==> config.mk <==
export PLATFORM = sky130hd
export DESIGN_NAME = emc_sensor_flat
export DESIGN_NICKNAME = d
export VERILOG_FILES = /design/src/pkg/emc_pkg.sv /design/src/pkg/emc_if.sv /design/src/logic/emc_sensor.sv /design/src/flat_wrapper.sv
export SDC_FILE = /design/constraint.sdc
export NUM_CORES = 1
export LEC_CHECK = 0
export ABC_AREA = 0
export BUFFER_PORTS_ARGS = -buffer_cell sky130_fd_sc_hd__buf_2
export CELL_PAD_IN_SITES_DETAIL_PLACEMENT = 0
export CELL_PAD_IN_SITES_GLOBAL_PLACEMENT = 1
export CORE_MARGIN = 2
export CORE_UTILIZATION = 35
export CTS_BUF_LIST = sky130_fd_sc_hd__clkbuf_4 sky130_fd_sc_hd__clkbuf_8
export CTS_CLUSTER_DIAMETER = 120
export DETAILED_ROUTE_END_ITERATION = 8
export PLACE_DENSITY_LB_ADDON = 0.05
export SLEW_MARGIN = 30
export SYNTH_ARGS = -nofsm -noshare
export SYNTH_HDL_FRONTEND = slang
export SYNTH_SLANG_ARGS = --single-unit
==> constraint.sdc <==
create_clock -name ref_clk -period 22.7 [get_ports ref_clk]
set_input_delay 3.405 -clock ref_clk [delete_from_list [all_inputs] [get_ports ref_clk]]
set_output_delay 3.405 -clock ref_clk [all_outputs]
set_load 0.05 [all_outputs]
==> src/pkg/emc_pkg.sv <==
// Package for the exposure mode control block: register map, resets,
// Timing constants. Assumes a byte-wide register port on the sensor side.
package emc_pkg;
  // Register byte addresses
  localparam logic [7:0] ADDR_COLOUR = 8'h27;
  localparam logic [7:0] ADDR_MODE = 8'h29;
  localparam logic [7:0] ADDR_EXP0 = 8'h2a;
  localparam logic [7:0] ADDR_EXP1 = 8'h2b;
  localparam logic [7:0] ADDR_EXP2 = 8'h2c;
  localparam logic [7:0] ADDR_FOT = 8'h49;
  localparam logic [7:0] ADDR_ODD0 = 8'h38;
  localparam logic [7:0] ADDR_ODD1 = 8'h39;
  localparam logic [7:0] ADDR_ODD2 = 8'h3a;
  // Field positions
  localparam int MODE_EXT_BIT = 0;
  localparam int MODE_DUAL_BIT = 1;
  localparam int MONO_BIT = 0;
  // Reset values, minimum exposure count and short overhead value
  localparam logic [23:0] EXP_RESET = 24'h000440;
  localparam logic [7:0] MODE_RESET = 8'h00;
  localparam logic [7:0] COLOUR_RESET = 8'h01;
  localparam logic [7:0] FOT_RESET = 8'h0a;
  localparam logic [23:0] EXP_MIN = 24'h000001;
  localparam logic [7:0] FOT_SHORT = 8'h05;
  // Time base: one exposure unit is 129 clock periods
  localparam int UNIT_CYCLES = 129;
  // Overhead factor 0.43 as 43/100
  localparam int FOT_NUM = 43;
  localparam int FOT_DEN = 100;
endpackage : emc_pkg

==> src/pkg/emc_if.sv <==
// Interface joining the camera controller and the sensor exposure logic.
// Assumes both ends share ref_clk; register port is byte wide.
`timescale 1ns/10ps
interface emc_if;
  logic exposure_pin_a;
  logic exposure_pin_b;
  logic frame_req;
  logic [7:0] reg_addr;
  logic [7:0] reg_wdata;
  logic reg_wr;
  logic reg_rd;
  logic [7:0] reg_rdata;
  modport sensor (input exposure_pin_a, exposure_pin_b, frame_req,
    reg_addr, reg_wdata, reg_wr, reg_rd, output reg_rdata);
  modport ctrl (output exposure_pin_a, exposure_pin_b, frame_req,
    reg_addr, reg_wdata, reg_wr, reg_rd, input reg_rdata);
endinterface : emc_if

==> src/logic/emc_sensor.sv <==
// Sensor end: exposure configuration registers and exposure timing.
// Assumes pins and register port are synchronous to ref_clk.
`timescale 1ns/10ps
module emc_sensor (
  // Clock and reset
  input wire logic ref_clk,
  input wire logic reset,
  input wire logic clk_en,
  // Link
  emc_if.sensor link,
  // Status
  output logic exposing_even,
  output logic exposing_odd,
  output logic [31:0] even_cycles,
  output logic [31:0] odd_cycles,
  output logic done
);
  logic [7:0] mode_reg, mode_next;
  logic [7:0] colour_reg, colour_next;
  logic [7:0] fot_reg, fot_next;
  logic [23:0] exp_reg, exp_next;
  logic [23:0] odd_reg, odd_next;
  logic [7:0] rdata_reg, rdata_next;
  logic a_q_reg, a_q_next, b_q_reg, b_q_next, f_q_reg, f_q_next;
  logic ev_reg, ev_next, od_reg, od_next, done_reg, done_next;
  logic [31:0] ecnt_reg, ecnt_next, ocnt_reg, ocnt_next;
  logic [31:0] etot_reg, etot_next, otot_reg, otot_next;
  logic [31:0] ovh;
  logic a_rise, b_rise, f_rise, ext, dual;

  assign ext = mode_reg[emc_pkg::MODE_EXT_BIT];
  assign dual = mode_reg[emc_pkg::MODE_DUAL_BIT];
  // Overhead cycles from the fot register, 129*0.43*fot
  assign ovh = 32'((emc_pkg::UNIT_CYCLES * emc_pkg::FOT_NUM
    * int'(fot_reg)) / emc_pkg::FOT_DEN);
  assign a_rise = link.exposure_pin_a & ~a_q_reg;
  assign b_rise = link.exposure_pin_b & ~b_q_reg;
  assign f_rise = link.frame_req & ~f_q_reg;

  always_comb begin
    mode_next = mode_reg;
    colour_next = colour_reg;
    fot_next = fot_reg;
    exp_next = exp_reg;
    odd_next = odd_reg;
    rdata_next = 8'h00;
    if (link.reg_wr) begin
      unique case (link.reg_addr)
        emc_pkg::ADDR_MODE: mode_next = link.reg_wdata;
        emc_pkg::ADDR_COLOUR: colour_next = link.reg_wdata;
        emc_pkg::ADDR_FOT: fot_next = link.reg_wdata;
        emc_pkg::ADDR_EXP0: exp_next[7:0] = link.reg_wdata;
        emc_pkg::ADDR_EXP1: exp_next[15:8] = link.reg_wdata;
        emc_pkg::ADDR_EXP2: exp_next[23:16] = link.reg_wdata;
        emc_pkg::ADDR_ODD0: odd_next[7:0] = link.reg_wdata;
        emc_pkg::ADDR_ODD1: odd_next[15:8] = link.reg_wdata;
        emc_pkg::ADDR_ODD2: odd_next[23:16] = link.reg_wdata;
        default: ;
      endcase
    end
    if (link.reg_rd) begin
      unique case (link.reg_addr)
        emc_pkg::ADDR_MODE: rdata_next = mode_reg;
        emc_pkg::ADDR_COLOUR: rdata_next = colour_reg;
        emc_pkg::ADDR_FOT: rdata_next = fot_reg;
        emc_pkg::ADDR_EXP0: rdata_next = exp_reg[7:0];
        emc_pkg::ADDR_EXP1: rdata_next = exp_reg[15:8];
        emc_pkg::ADDR_EXP2: rdata_next = exp_reg[23:16];
        emc_pkg::ADDR_ODD0: rdata_next = odd_reg[7:0];
        emc_pkg::ADDR_ODD1: rdata_next = odd_reg[15:8];
        emc_pkg::ADDR_ODD2: rdata_next = odd_reg[23:16];
        default: rdata_next = 8'h00;
      endcase
    end
  end

  // Exposure timing
  always_comb begin
    a_q_next = link.exposure_pin_a;
    b_q_next = link.exposure_pin_b;
    f_q_next = link.frame_req;
    ev_next = ev_reg;
    od_next = od_reg;
    ecnt_next = ecnt_reg;
    ocnt_next = ocnt_reg;
    etot_next = etot_reg;
    otot_next = otot_reg;
    done_next = 1'b0;
    if (ext) begin
      // Pin a opens even rows (and odd rows unless dual), pin b opens odd rows in dual mode, frame_req closes
      if (ev_reg) ecnt_next = ecnt_reg + 32'h1;
      if (od_reg) ocnt_next = ocnt_reg + 32'h1;
      if (a_rise && !f_rise) begin
        ev_next = 1'b1;
        ecnt_next = 32'h1;
        if (!dual) begin
          od_next = 1'b1;
          ocnt_next = 32'h1;
        end
      end
      if (b_rise && dual && !f_rise) begin
        od_next = 1'b1;
        ocnt_next = 32'h1;
      end
      if (f_rise && ev_reg) begin
        ev_next = 1'b0;
        od_next = 1'b0;
        done_next = 1'b1;
        etot_next = ovh + ecnt_reg;
        otot_next = ovh + (od_reg ? ocnt_reg : ecnt_reg);
      end
    end else begin
      ev_next = 1'b0;
      od_next = 1'b0;
      // Internal: counts below the minimum of 1 are treated as 1
      etot_next = ovh + emc_pkg::UNIT_CYCLES
        * 32'((exp_reg < emc_pkg::EXP_MIN) ? emc_pkg::EXP_MIN
        : exp_reg);
      otot_next = ovh + emc_pkg::UNIT_CYCLES
        * 32'(dual ? ((odd_reg < emc_pkg::EXP_MIN) ? emc_pkg::EXP_MIN
        : odd_reg) : ((exp_reg < emc_pkg::EXP_MIN) ? emc_pkg::EXP_MIN
        : exp_reg));
    end
  end

  always_ff @(posedge ref_clk) begin
    if (reset) begin
      mode_reg <= emc_pkg::MODE_RESET;
      colour_reg <= emc_pkg::COLOUR_RESET;
      fot_reg <= emc_pkg::FOT_RESET;
      exp_reg <= emc_pkg::EXP_RESET;
      odd_reg <= emc_pkg::EXP_RESET;
      rdata_reg <= 8'h00;
      a_q_reg <= 1'b0;
      b_q_reg <= 1'b0;
      f_q_reg <= 1'b0;
      ev_reg <= 1'b0;
      od_reg <= 1'b0;
      done_reg <= 1'b0;
      ecnt_reg <= 32'h0;
      ocnt_reg <= 32'h0;
      etot_reg <= 32'h0;
      otot_reg <= 32'h0;
    end else if (clk_en) begin
      mode_reg <= mode_next;
      colour_reg <= colour_next;
      fot_reg <= fot_next;
      exp_reg <= exp_next;
      odd_reg <= odd_next;
      rdata_reg <= rdata_next;
      a_q_reg <= a_q_next;
      b_q_reg <= b_q_next;
      f_q_reg <= f_q_next;
      ev_reg <= ev_next;
      od_reg <= od_next;
      done_reg <= done_next;
      ecnt_reg <= ecnt_next;
      ocnt_reg <= ocnt_next;
      etot_reg <= etot_next;
      otot_reg <= otot_next;
    end
  end

  assign link.reg_rdata = rdata_reg;
  assign exposing_even = ev_reg;
  assign exposing_odd = od_reg;
  assign even_cycles = etot_reg;
  assign odd_cycles = otot_reg;
  assign done = done_reg;
endmodule : emc_sensor

==> src/flat_wrapper.sv <==
// flat-port wrapper written by rule: the top's interface ports become plain ports
module emc_sensor_flat 
  (ref_clk, reset, clk_en, exposing_even, exposing_odd, even_cycles, odd_cycles, done, link_exposure_pin_a, link_exposure_pin_b, link_frame_req, link_reg_addr, link_reg_wdata, link_reg_wr, link_reg_rd, link_reg_rdata);
  emc_if link_i ();
  input wire logic ref_clk;
  input wire logic reset;
  input wire logic clk_en;
  output logic exposing_even;
  output logic exposing_odd;
  output logic [31:0] even_cycles;
  output logic [31:0] odd_cycles;
  output logic done;
  input wire logic [$bits(link_i.exposure_pin_a)-1:0] link_exposure_pin_a;
  input wire logic [$bits(link_i.exposure_pin_b)-1:0] link_exposure_pin_b;
  input wire logic [$bits(link_i.frame_req)-1:0] link_frame_req;
  input wire logic [$bits(link_i.reg_addr)-1:0] link_reg_addr;
  input wire logic [$bits(link_i.reg_wdata)-1:0] link_reg_wdata;
  input wire logic [$bits(link_i.reg_wr)-1:0] link_reg_wr;
  input wire logic [$bits(link_i.reg_rd)-1:0] link_reg_rd;
  output wire logic [$bits(link_i.reg_rdata)-1:0] link_reg_rdata;
  assign link_i.exposure_pin_a = link_exposure_pin_a;
  assign link_i.exposure_pin_b = link_exposure_pin_b;
  assign link_i.frame_req = link_frame_req;
  assign link_i.reg_addr = link_reg_addr;
  assign link_i.reg_wdata = link_reg_wdata;
  assign link_i.reg_wr = link_reg_wr;
  assign link_i.reg_rd = link_reg_rd;
  assign link_reg_rdata = link_i.reg_rdata;
  emc_sensor u_core (.ref_clk(ref_clk), .reset(reset), .clk_en(clk_en), .link(link_i), .exposing_even(exposing_even), .exposing_odd(exposing_odd), .even_cycles(even_cycles), .odd_cycles(odd_cycles), .done(done));
endmodule
# == Yosys cells after proc, flatten, opt, wreduce, memory -nomap -nowiden ==
# Index checks and enable logic that the tools add are counted.
# totals
register_bits,214
latchBits,0
ram_bits,0
mem_bits_ro,0
inputBits,24
n_memories,0
# op_classes
n_addsub,6
mul,3
n_div,1
order_cmp,2
n_eq_ne,13
n_shift,0
muxes,26
bitwise,6
n_reduce_logical,20
# op_table
cell,count
$mux 32,12
$add 32x32->32,4
$pmux 8 s9,1
$add 32x1->32 const B,2
$eq 8x6->1 const B,8
$mul 8x32->32 const A,2
$lt 24x1->1 const B,2
$mux 24,2
$reduce_and 3->1,11
$div 32x8->32 const B,1
$mul 13x8->21 const A,1
$mux 1,10
$eq 8x7->1 const B,1
$mux 8,1
$ne 4x4->1 const B,2
$reduce_and 2->1,3
$logic_and 1x1->1,4
$and 1x1->1,3
$ne 3x3->1 const B,1
$not 1->1,3
$ne 2x2->1 const B,1
$reduce_bool 2->1,1
$logic_not 1->1,1

# == Logic depth before layout (Yosys ltp) ==
# Gate-level depths: netlist of run 1.
# logic_depth
depth_word,8
depth_mapped,94

# == Least setup slack after synthesis of run 1 ==
# No wires, ideal clock.
# synth_path
kind,register -> register
start,reg u_core.fot_reg[6]
end,reg u_core.otot_reg[29] (netlist: u_core.odd_cycles[29])
setup_ns,0.065
t_arrival_ns,16.781
required_time_ns,22.635
setup_slack_ns,5.854
stages_incl_launch_ff,84
synth_period_minus_slack_ns,16.846
path_cell_list,dfxtp_1 -> ha_1 -> inv_1 -> fa_1 -> fa_1 -> fa_1 -> inv_1 -> ha_1 -> buf_2 -> a21oi_1 -> o21ai_1 -> a2111oi_2 -> mux2i_1 -> and2_1 -> clkbuf_1 -> nand2_1 -> a32o_1 -> a21oi_1 -> (+48 left out) -> o21ai_0 -> nand2b_1 -> and2_1 -> o21ai_0 -> nand2b_1 -> and2_1 -> o21ai_0 -> nand2b_1 -> and2_1 -> o21ai_0 -> nand2b_1 -> and2_1 -> o21ai_0 -> nor2_1 -> xnor2_1 -> o211ai_1 -> o21ai_0 -> nor2_1
# synth_via
elab_chain_cells,5
# synth_lines
item,line_no,rtl
"start, declared",emc_sensor.sv:20,"logic [7:0] fot_reg, fot_next;"
"start signal, assigned",emc_sensor.sv:130,fot_reg <= emc_pkg::FOT_RESET;
"start signal, assigned",emc_sensor.sv:147,fot_reg <= fot_next;
$mul 13x8->21 *,emc_sensor.sv:35,* int'(fot_reg)) / emc_pkg::FOT_DEN);
$div 32x8->32 *,emc_sensor.sv:35,
$add 32x32->32,emc_sensor.sv:110,otot_next = ovh + (od_reg ? ocnt_reg : ecnt_reg);
$mux 32,emc_sensor.sv:105,if (f_rise && ev_reg) begin
$mux 32 *,emc_sensor.sv:89,if (ext) begin
"end signal, assigned",emc_sensor.sv:160,otot_reg <= otot_next;
"end, declared",emc_sensor.sv:27,"logic [31:0] etot_reg, etot_next, otot_reg, otot_next;"
# Mark *: on every way between the ends. The rest lies on a longest branch, timed or not. The select of a mux whose other input is x is not followed.
# A chain may end at the register's enable or synchronous reset.

# == Worst setup path in the final report of run 1 ==
# layout_path
start,reg u_core.fot_reg[7]
end,reg u_core.otot_reg[29] (netlist: u_core.odd_cycles[29])
# The elaborated chain is that of the path after synthesis.

==> results of run 1 <==
==> per-stage QoR <==
step	util	total power (W)
3_3_place_gp	0.373	0.000639
6_report	0.390	0.00107
4_1_cts	0.390	0.00109
5_1_grt	0.390	0.00113
3_5_place_dp	0.374	0.000642
2_1_floorplan	-	0.000576
==> how the worst max path moves through the flow <==
stage | startpoint | endpoint | slack (ns)
4_1_cts | u_core.fot_reg[7] | u_core.odd_cycles[29] | 2.92
5_1_grt | u_core.fot_reg[6] | u_core.odd_cycles[29] | 0.97
3_3_place_gp | u_core.fot_reg[4] | u_core.odd_cycles[29] | 3.30
3_5_place_dp | u_core.fot_reg[6] | u_core.odd_cycles[29] | 2.98
2_1_floorplan | u_core.fot_reg[6] | u_core.odd_cycles[29] | 5.85
6_report | u_core.fot_reg[7] | u_core.odd_cycles[29] | 2.82
==> cell type report <==
| class | count | area (sq um) |
|---|---|---|
| timing repair buffer | 116 | 628 |
| inverter | 209 | 787 |
| clock buffer | 73 | 898 |
| sequential | 214 | 4290 |
| clock inverter | 5 | 60.1 |
| fill | 6145 | 35300 |
| tap | 765 | 957 |
| multi-input combinational | 2082 | 15000 |
==> power breakdown <==
part	switching (W)	leakage, nW	total (W)	internal, W
logic	0.000163	7.39	0.000244	0.0000811
clock network	0.000179	0.513	0.000439	0.000260
registers	0.00000496	1.74	0.000389	0.000384
==> layout by cell type (no fill, tap or decap), types with 17 or more instances in the layout <==
cell      instances
o21ai_0         124
xnor2_1          85
nor4_1           20
a211oi_1         40
fa_1             47
clkbuf_4         17
buf_2            97
o211ai_1         41
mux2i_1          32
clkbuf_8         56
nand3_1          97
ha_1            250
nor3_1           72
a21o_1           23
o21a_1           36
xor2_1           63
nand2b_1         24
and2_1           35
mux2_2           30
a31oi_1          21
or3_1            36
nand2_1         268
dfxtp_1         212
inv_1           204
nand4_1          32
buf_4            19
a21oi_1         193
nor2_1          227
and3_1           25
==> worst max-delay path: cells and delay by family, from the launching register on <==
kind                     cells  cell delay, ns
AO/OA/AOI/OAI               37            8.45
XOR/XNOR                     3            0.77
adder cells (fa/ha/maj)     11            3.65
buffers and inverters        4            0.28
flip-flops                   1            0.44
multiplexers                 2            0.98
AND/OR/NAND/NOR             26            5.19
==> cell families after synthesis <==
kind of cell | after synthesis | synth area share
mux | 65 | 0.0343
simple gates | 895 | 0.206
fa+ha+maj | 299 | 0.199
compound gates | 672 | 0.221
xor+xnor | 151 | 0.0652
buf+inv | 356 | 0.0663
flops | 214 | 0.208
==> cells in the mapped netlist (all sizes together), types with 9 or more instances <==
cell type    n  area, sq um
o21a        39          309
mux2        31          349
or3         37          236
o31ai        9         72.6
nor2       230          863
a221oi       9         78.8
nand4       32          200
nor3        73          370
o211ai      41          308
inv        208          783
a21o        26          203
nand3       97          485
a22oi       15          140
xnor2       87          762
nand2      269         1010
mux2i       34          357
and2        36          225
dfxtp      214         4280
a22o        13          114
o311ai      14          140
a211oi      44          358
nand2b      24          150
buf         21          104
a21oi      197          997
o21bai      14          105
nor4        22          150
xor2        64          579
a31oi       24          178
nor2b       13         81.3
o21ai      136          684
fa          47          941
clkbuf     126          473
ha         250         3130
and3        25          156
and4         9         78.8
==> layer usage <==
layer  track usage  up-vias  wire [um]
met2         0.375      364      31700
met1         0.315     9160      33700
li1              -     9487          -
met5             0        -          0
met3        0.0219       78       2370
met4        0.0462        0       1140
==> summary.txt, run 1 <==
Outcome
  – Result of the run: complete, no violations

Clock network
  – H-tree depth reported by CTS: 2
  – Clock-pin slew on the worst setup and hold paths: 0.06 ns
  – TritonCTS clock tree: built
  – CTS Hold Buffers Added: 0
  – Clk Latency, worst-skew pair: 0.59 ns
  – Number of buffers created by CTS: 43
  – CTS Sinks: 214
  – Resized cells post-CTS: 0
  – Number of buffers on the longest clock path: 3
  – Clock root buffer: clkbuf_8
  – Number of setup buffers added after CTS: 0

Critical path
  – Launching point of the worst reg2reg path: u_core.fot_reg[7]
  – Number of cells traversed by the worst register-to-register path: 83
  – Worst path arrival time: 20.39 ns
  – Crit Path Category: reg2reg
  – FF-to-FF setup slack: 2.82 ns
  – Slowest cell on the critical path: nor4_2
  – Most frequent CP cell: o21ai_0
  – Startpoint class of the critical path: register
  – Top fanout value on the critical path: 14
  – Nature of the critical path endpoint: register
  – Critical path required time: 23.22 ns
  – R2r endpoint: u_core.odd_cycles[29]
  – Peak per-stage delay on the critical path: 0.67 ns

GRT
  – Vias in the first global route: 18581
  – Number of antenna violations at the first check in global routing: 0
  – Global-route wire length before repair: 108000 um
  – Pin count of the biggest net entering global routing: 74
  – Global-route usage over all layers: 0.225
  – Overall overflow remaining after global route: 0

Die
  – Die Outline Area: 0.0607 sq mm
  – Placement row count: 88
  – Overall die width: 246 um
  – Floorplan die height: 246 um
  – Total I/O pin count: 99
  – Initial standard-cell utilization of the core: 0.355
  – Placeable Area: 0.0579 sq mm

STA
  – Worst slew margin relative to its limit: 0.333
  – Worst Clk Skew: 0.0232 ns
  – Period Utilization, post-route: 0.876
  – Post-layout minimum cycle time: 19.88 ns
  – Setup repair after global routing missed its margin: no
  – Upper clock frequency limit: 50.3 MHz
  – Minimum setup slack in the final design: 2.82 ns
  – Number of endpoints failing setup at the final stage: 0
  – Total count of max-transition violations in the final report: 0
  – Setup TNS: 0 ns
  – Final hold slack: 0.450 ns
  – Worst-margin pin slew: 0.993 ns
  – Final number of hold-violating endpoints: 0

Detailed routing
  – WL/cell: 19.9 um
  – First-pass iteration count of the detailed router: 5
  – Iteration-0 DRC Markers: 1050
  – Sum of routed wire length over all layers: 68900 um
  – Count of nets left with antenna violations after detail routing: 0
  – Remaining design rule violation count: 0
  – Per-cell via count in the routed design: 5.51
  – Vias after detailed routing: 19089

Yosys
  – Syn. warnings: 0
  – Register area share after synthesis: 0.208
  – Synthesized area divided by synthesized cell count: 7.76 sq um
  – Top FF cell, synth: dfxtp_1
  – Net count of the mapped netlist: 2973
  – Cell area after synthesis: 0.0206 sq mm
  – Distinct cell type count after synthesis: 107
  – Flip-flop and latch count after synthesis: 214
  – Gate count of the mapped netlist: 2652
  – Number of synthesized flops with an enable pin: 0
  – Async set or reset register ratio after synthesis: 0

Placed design
  – Worst Setup Slack post-DPL: 2.98 ns
  – Placed cell count: 3386
  – Total placed instance area: 0.0216 sq mm
  – Final HPWL DP: 53300 um
  – Number of buffer cells added on primary ports: 98
  – Final weighted congestion in routability-driven placement: 0.867

Cells and area
  – Non-filler cells, final: 3464
  – Finished layout cell area: 0.0226 sq mm
  – Number of nets at the end of the flow: 2987
  – Signed area change from the synthesized netlist to the final layout: 9.85%
  – Count of antenna diodes in the layout: 0
  – Ratio of cells with drive above 1 in the final layout: 0.106

Flow run
  – Number of max-cap violations: 0

Hold path
  – Path category of the worst min-delay check: reg2reg
  – Hold Crit Depth: 2
  – Hold Path Origin: u_core.odd_cycles[22]
  – Destination of the worst hold path: u_core.odd_cycles[22]

Power and ir drop
  – Pwr/cell area: 47.5 mW/mm^2
  – Standby leakage power: 9.64 nW
  – Largest voltage drop on the vdd net: 40.4 uV
No activity file was read; power rests on OpenSTA's default activity.
==> inputs of run 2 (changes only) <==
- clock period: 22.7 -> 17.6 ns (I/O delays scaled with it)
==> summary.txt, run 2 (synthesis results as in run 1) <==
Critical path
  – Worst path arrival time: 17.51 ns (was 20.39 ns)
  – Startpoint class of the critical path: register (unchanged)
  – Crit Path Category: reg2reg (unchanged)
  – R2r endpoint: u_core.odd_cycles[29] (unchanged)
  – Top fanout value on the critical path: 7 (was 14)
  – Critical path required time: 18.15 ns (was 23.22 ns)
  – Number of cells traversed by the worst register-to-register path: 91 (was 83)
  – Most frequent CP cell: and2_4 (was o21ai_0)
  – Peak per-stage delay on the critical path: 0.58 ns (was 0.67 ns)
  – FF-to-FF setup slack: 0.64 ns (was 2.82 ns)
  – Nature of the critical path endpoint: register (unchanged)
  – Slowest cell on the critical path: or4_4 (was nor4_2)
  – Launching point of the worst reg2reg path: u_core.fot_reg[4] (was u_core.fot_reg[7])

Outcome
  – Result of the run: complete, no violations (unchanged)

GRT
  – Number of antenna violations at the first check in global routing: 0 (unchanged)
  – Vias in the first global route: 19228 (was 18581)
  – Global-route usage over all layers: 0.230 (was 0.225)
  – Overall overflow remaining after global route: 0 (unchanged)
  – Global-route wire length before repair: 110000 um (was 108000 um)
  – Pin count of the biggest net entering global routing: 74 (unchanged)

Cells and area
  – Ratio of cells with drive above 1 in the final layout: 0.234 (was 0.106)
  – Commonest cells after routing, fill and taps aside: nand2_1 (265), buf_4 (260), ha_1 (241), nor2_1 (221), dfxtp_1 (209) (was nand2_1 (268), ha_1 (250), nor2_1 (227), dfxtp_1 (212), inv_1 (204))
  – Most frequent standard cell in the layout excluding fill and tap cells: nand2_1 (unchanged)
  – Area occupied by multi-input gates: 0.0159 sq mm (was 0.0150 sq mm)
  – Non-filler cells, final: 3714 (was 3464)
  – Number of nets at the end of the flow: 3238 (was 2987)
  – Signed area change from the synthesized netlist to the final layout: 24.3% (was 9.85%)
  – Number of fillers in the final layout: 5950 (was 6145)
  – Sequential cell area: 0.00430 sq mm (was 0.00429 sq mm)
  – Finished layout cell area: 0.0256 sq mm (was 0.0226 sq mm)

Detailed routing
  – WL/cell: 19.4 um (was 19.9 um)
  – Per-cell via count in the routed design: 5.40 (was 5.51)
  – First-pass iteration count of the detailed router: 7 (was 5)
  – Sum of routed wire length over all layers: 72100 um (was 68900 um)
  – Remaining design rule violation count: 0 (unchanged)
  – Count of nets left with antenna violations after detail routing: 0 (unchanged)
  – Vias after detailed routing: 20060 (was 19089)
  – Iteration-0 DRC Markers: 1087 (was 1050)

Hold path
  – Hold Path Origin: u_core.even_cycles[26] (was u_core.odd_cycles[22])
  – Hold Crit Depth: 2 (unchanged)
  – Path category of the worst min-delay check: reg2reg (unchanged)
  – Destination of the worst hold path: u_core.even_cycles[26] (was u_core.odd_cycles[22])

Power and ir drop
  – Cell internal pwr: 0.00103 W (was 0.000726 W)
  – Share of power burned in the clock network: 0.385 (was 0.409)
  – Standby leakage power: 11.1 nW (was 9.64 nW)
  – Reported net switching power: 0.000500 W (was 0.000347 W)
  – Pwr/cell area: 59.7 mW/mm^2 (was 47.5 mW/mm^2)
  – Part of the total power dissipated in combinational logic: 0.286 (was 0.228)
  – Largest voltage drop on the vdd net: 50.9 uV (was 40.4 uV)
  – Sequential power share: 0.329 (was 0.363)
  – Switching power share of the total: 0.328 (was 0.324)

Clock network
  – Number of buffers on the longest clock path: 3 (unchanged)
  – Clk Latency, worst-skew pair: 0.63 ns (was 0.59 ns)
  – TritonCTS clock tree: built (unchanged)
  – Number of buffers created by CTS: 42 (was 43)
  – Clock-pin slew on the worst setup and hold paths: 0.06 ns (about the same)
  – Clock root buffer: clkbuf_8 (unchanged)
  – CTS Sinks: 214 (unchanged)
  – H-tree depth reported by CTS: 2 (unchanged)

STA
  – Worst Clk Skew: 0.0522 ns (was 0.0232 ns)
  – Minimum setup slack in the final design: 0.643 ns (was 2.82 ns)
  – Post-layout minimum cycle time: 16.96 ns (was 19.88 ns)
  – Period Utilization, post-route: 0.963 (was 0.876)
  – Number of endpoints failing setup at the final stage: 0 (unchanged)
  – Final hold slack: 0.455 ns (was 0.450 ns)
  – Total count of max-transition violations in the final report: 0 (unchanged)
  – Setup repair after global routing missed its margin: yes (was no)
  – Worst slew margin relative to its limit: 0.160 (was 0.333)
  – Upper clock frequency limit: 59.0 MHz (was 50.3 MHz)
  – Worst-margin pin slew: 1.25 ns (was 0.993 ns)
  – Final number of hold-violating endpoints: 0 (unchanged)

Flow run
  – Number of max-cap violations: 0 (unchanged)

Die
  – Die Outline Area: 0.0607 sq mm (unchanged)
  – Total I/O pin count: 99 (unchanged)
  – Overall die width: 246 um (unchanged)
  – Floorplan die height: 246 um (unchanged)
  – Placeable Area: 0.0579 sq mm (unchanged)
  – Initial standard-cell utilization of the core: 0.355 (unchanged)
  – Placement row count: 88 (unchanged)

Placed design
  – Worst Setup Slack post-DPL: -0.393 ns (was 2.98 ns)
  – Final weighted congestion in routability-driven placement: 0.874 (was 0.867)
  – Placed cell count: 3596 (was 3386)
  – Final HPWL DP: 55400 um (was 53300 um)
  – Number of buffer cells added on primary ports: 98 (unchanged)
  – Total placed instance area: 0.0232 sq mm (was 0.0216 sq mm)
==> run 2: cell count changes in the layout (fill, tap and decap cells not counted), sizes merged <==
cell      delta
bufinv       +2
clkbuf       -8
inv          +2
clkinv       +1
buf        +251
clkinvlp     +1
diode        +1
==> run 2: power groups by stage <==
stage	combinational, W	clock [W]	sequential, W
5_1_grt	0.000472	0.000626	0.000503
4_1_cts	0.000395	0.000603	0.000502
2_1_floorplan	0.000195	0	0.000548
3_3_place_gp	0.000389	0	0.000512
6_report	0.000437	0.000588	0.000501
3_5_place_dp	0.000390	0	0.000512
==> run 2: layout make-up <==
type	count	area share
diodes	1	0.0000978
clock buffers	64	0.0322
clock inverters	11	0.00621
inverters	209	0.0308
multi-input cells	2082	0.623
flip-flops and latches	214	0.168
well taps	765	0.0374
repair buffers	368	0.102
==> run 2: worst max path at each step <==
stage / depth (start not counted) / slack, ns / from / end
after global routing: 90 / -0.22 / u_core.fot_reg[6] / u_core.odd_cycles[27]
after CTS: 87 / 0.004 / u_core.fot_reg[4] / u_core.odd_cycles[27]
final: 91 / 0.64 / u_core.fot_reg[4] / u_core.odd_cycles[29]
after global placement: 92 / -0.52 / u_core.fot_reg[4] / u_core.odd_cycles[29]
after detailed placement: 89 / -0.39 / u_core.fot_reg[4] / u_core.odd_cycles[27]
after floorplan: 83 / 0.75 / u_core.fot_reg[6] / u_core.odd_cycles[29]
==> run 2: worst max-delay path: cells and delay by family (launching register included) <==
| kind | cells | cell delay (ns) |
|---|---|---|
| simple gates | 34 | 6.09 |
| compound gates | 29 | 4.64 |
| fa+ha+maj | 11 | 3.36 |
| buf+inv | 12 | 1.33 |
| xor+xnor | 3 | 0.57 |
| mux | 2 | 0.46 |
| flops | 1 | 0.37 |
==> run 2: what timing repair did <==
action | in CTS | in global routing
gates cloned | 0 | 1
buffers inserted | 3 | 39
endpoints found under the setup margin | 14 | 23
resized for setup | 22 | 213
pin swaps | 6 | 95
hold buffers | 0 | 0
==> run 2: per-stage QoR <==
step                setup TNS (ns)  total power [W]   util
global placement             -3.34         0.000901  0.401
global route                 -1.24          0.00160  0.442
detailed placement           -2.02         0.000902  0.401
CTS                              0          0.00150  0.420
finish                           0          0.00153  0.442
floorplan                        0         0.000743      -
==> run 2: per-layer routing <==
metal  up-vias  GRT usage  wire length (um)
li1       9986          -                 -
met1      9586      0.325             35000
met2       412      0.373             33000
met3        76     0.0281              2810
met4         0     0.0526              1340
met5         -          0                 0
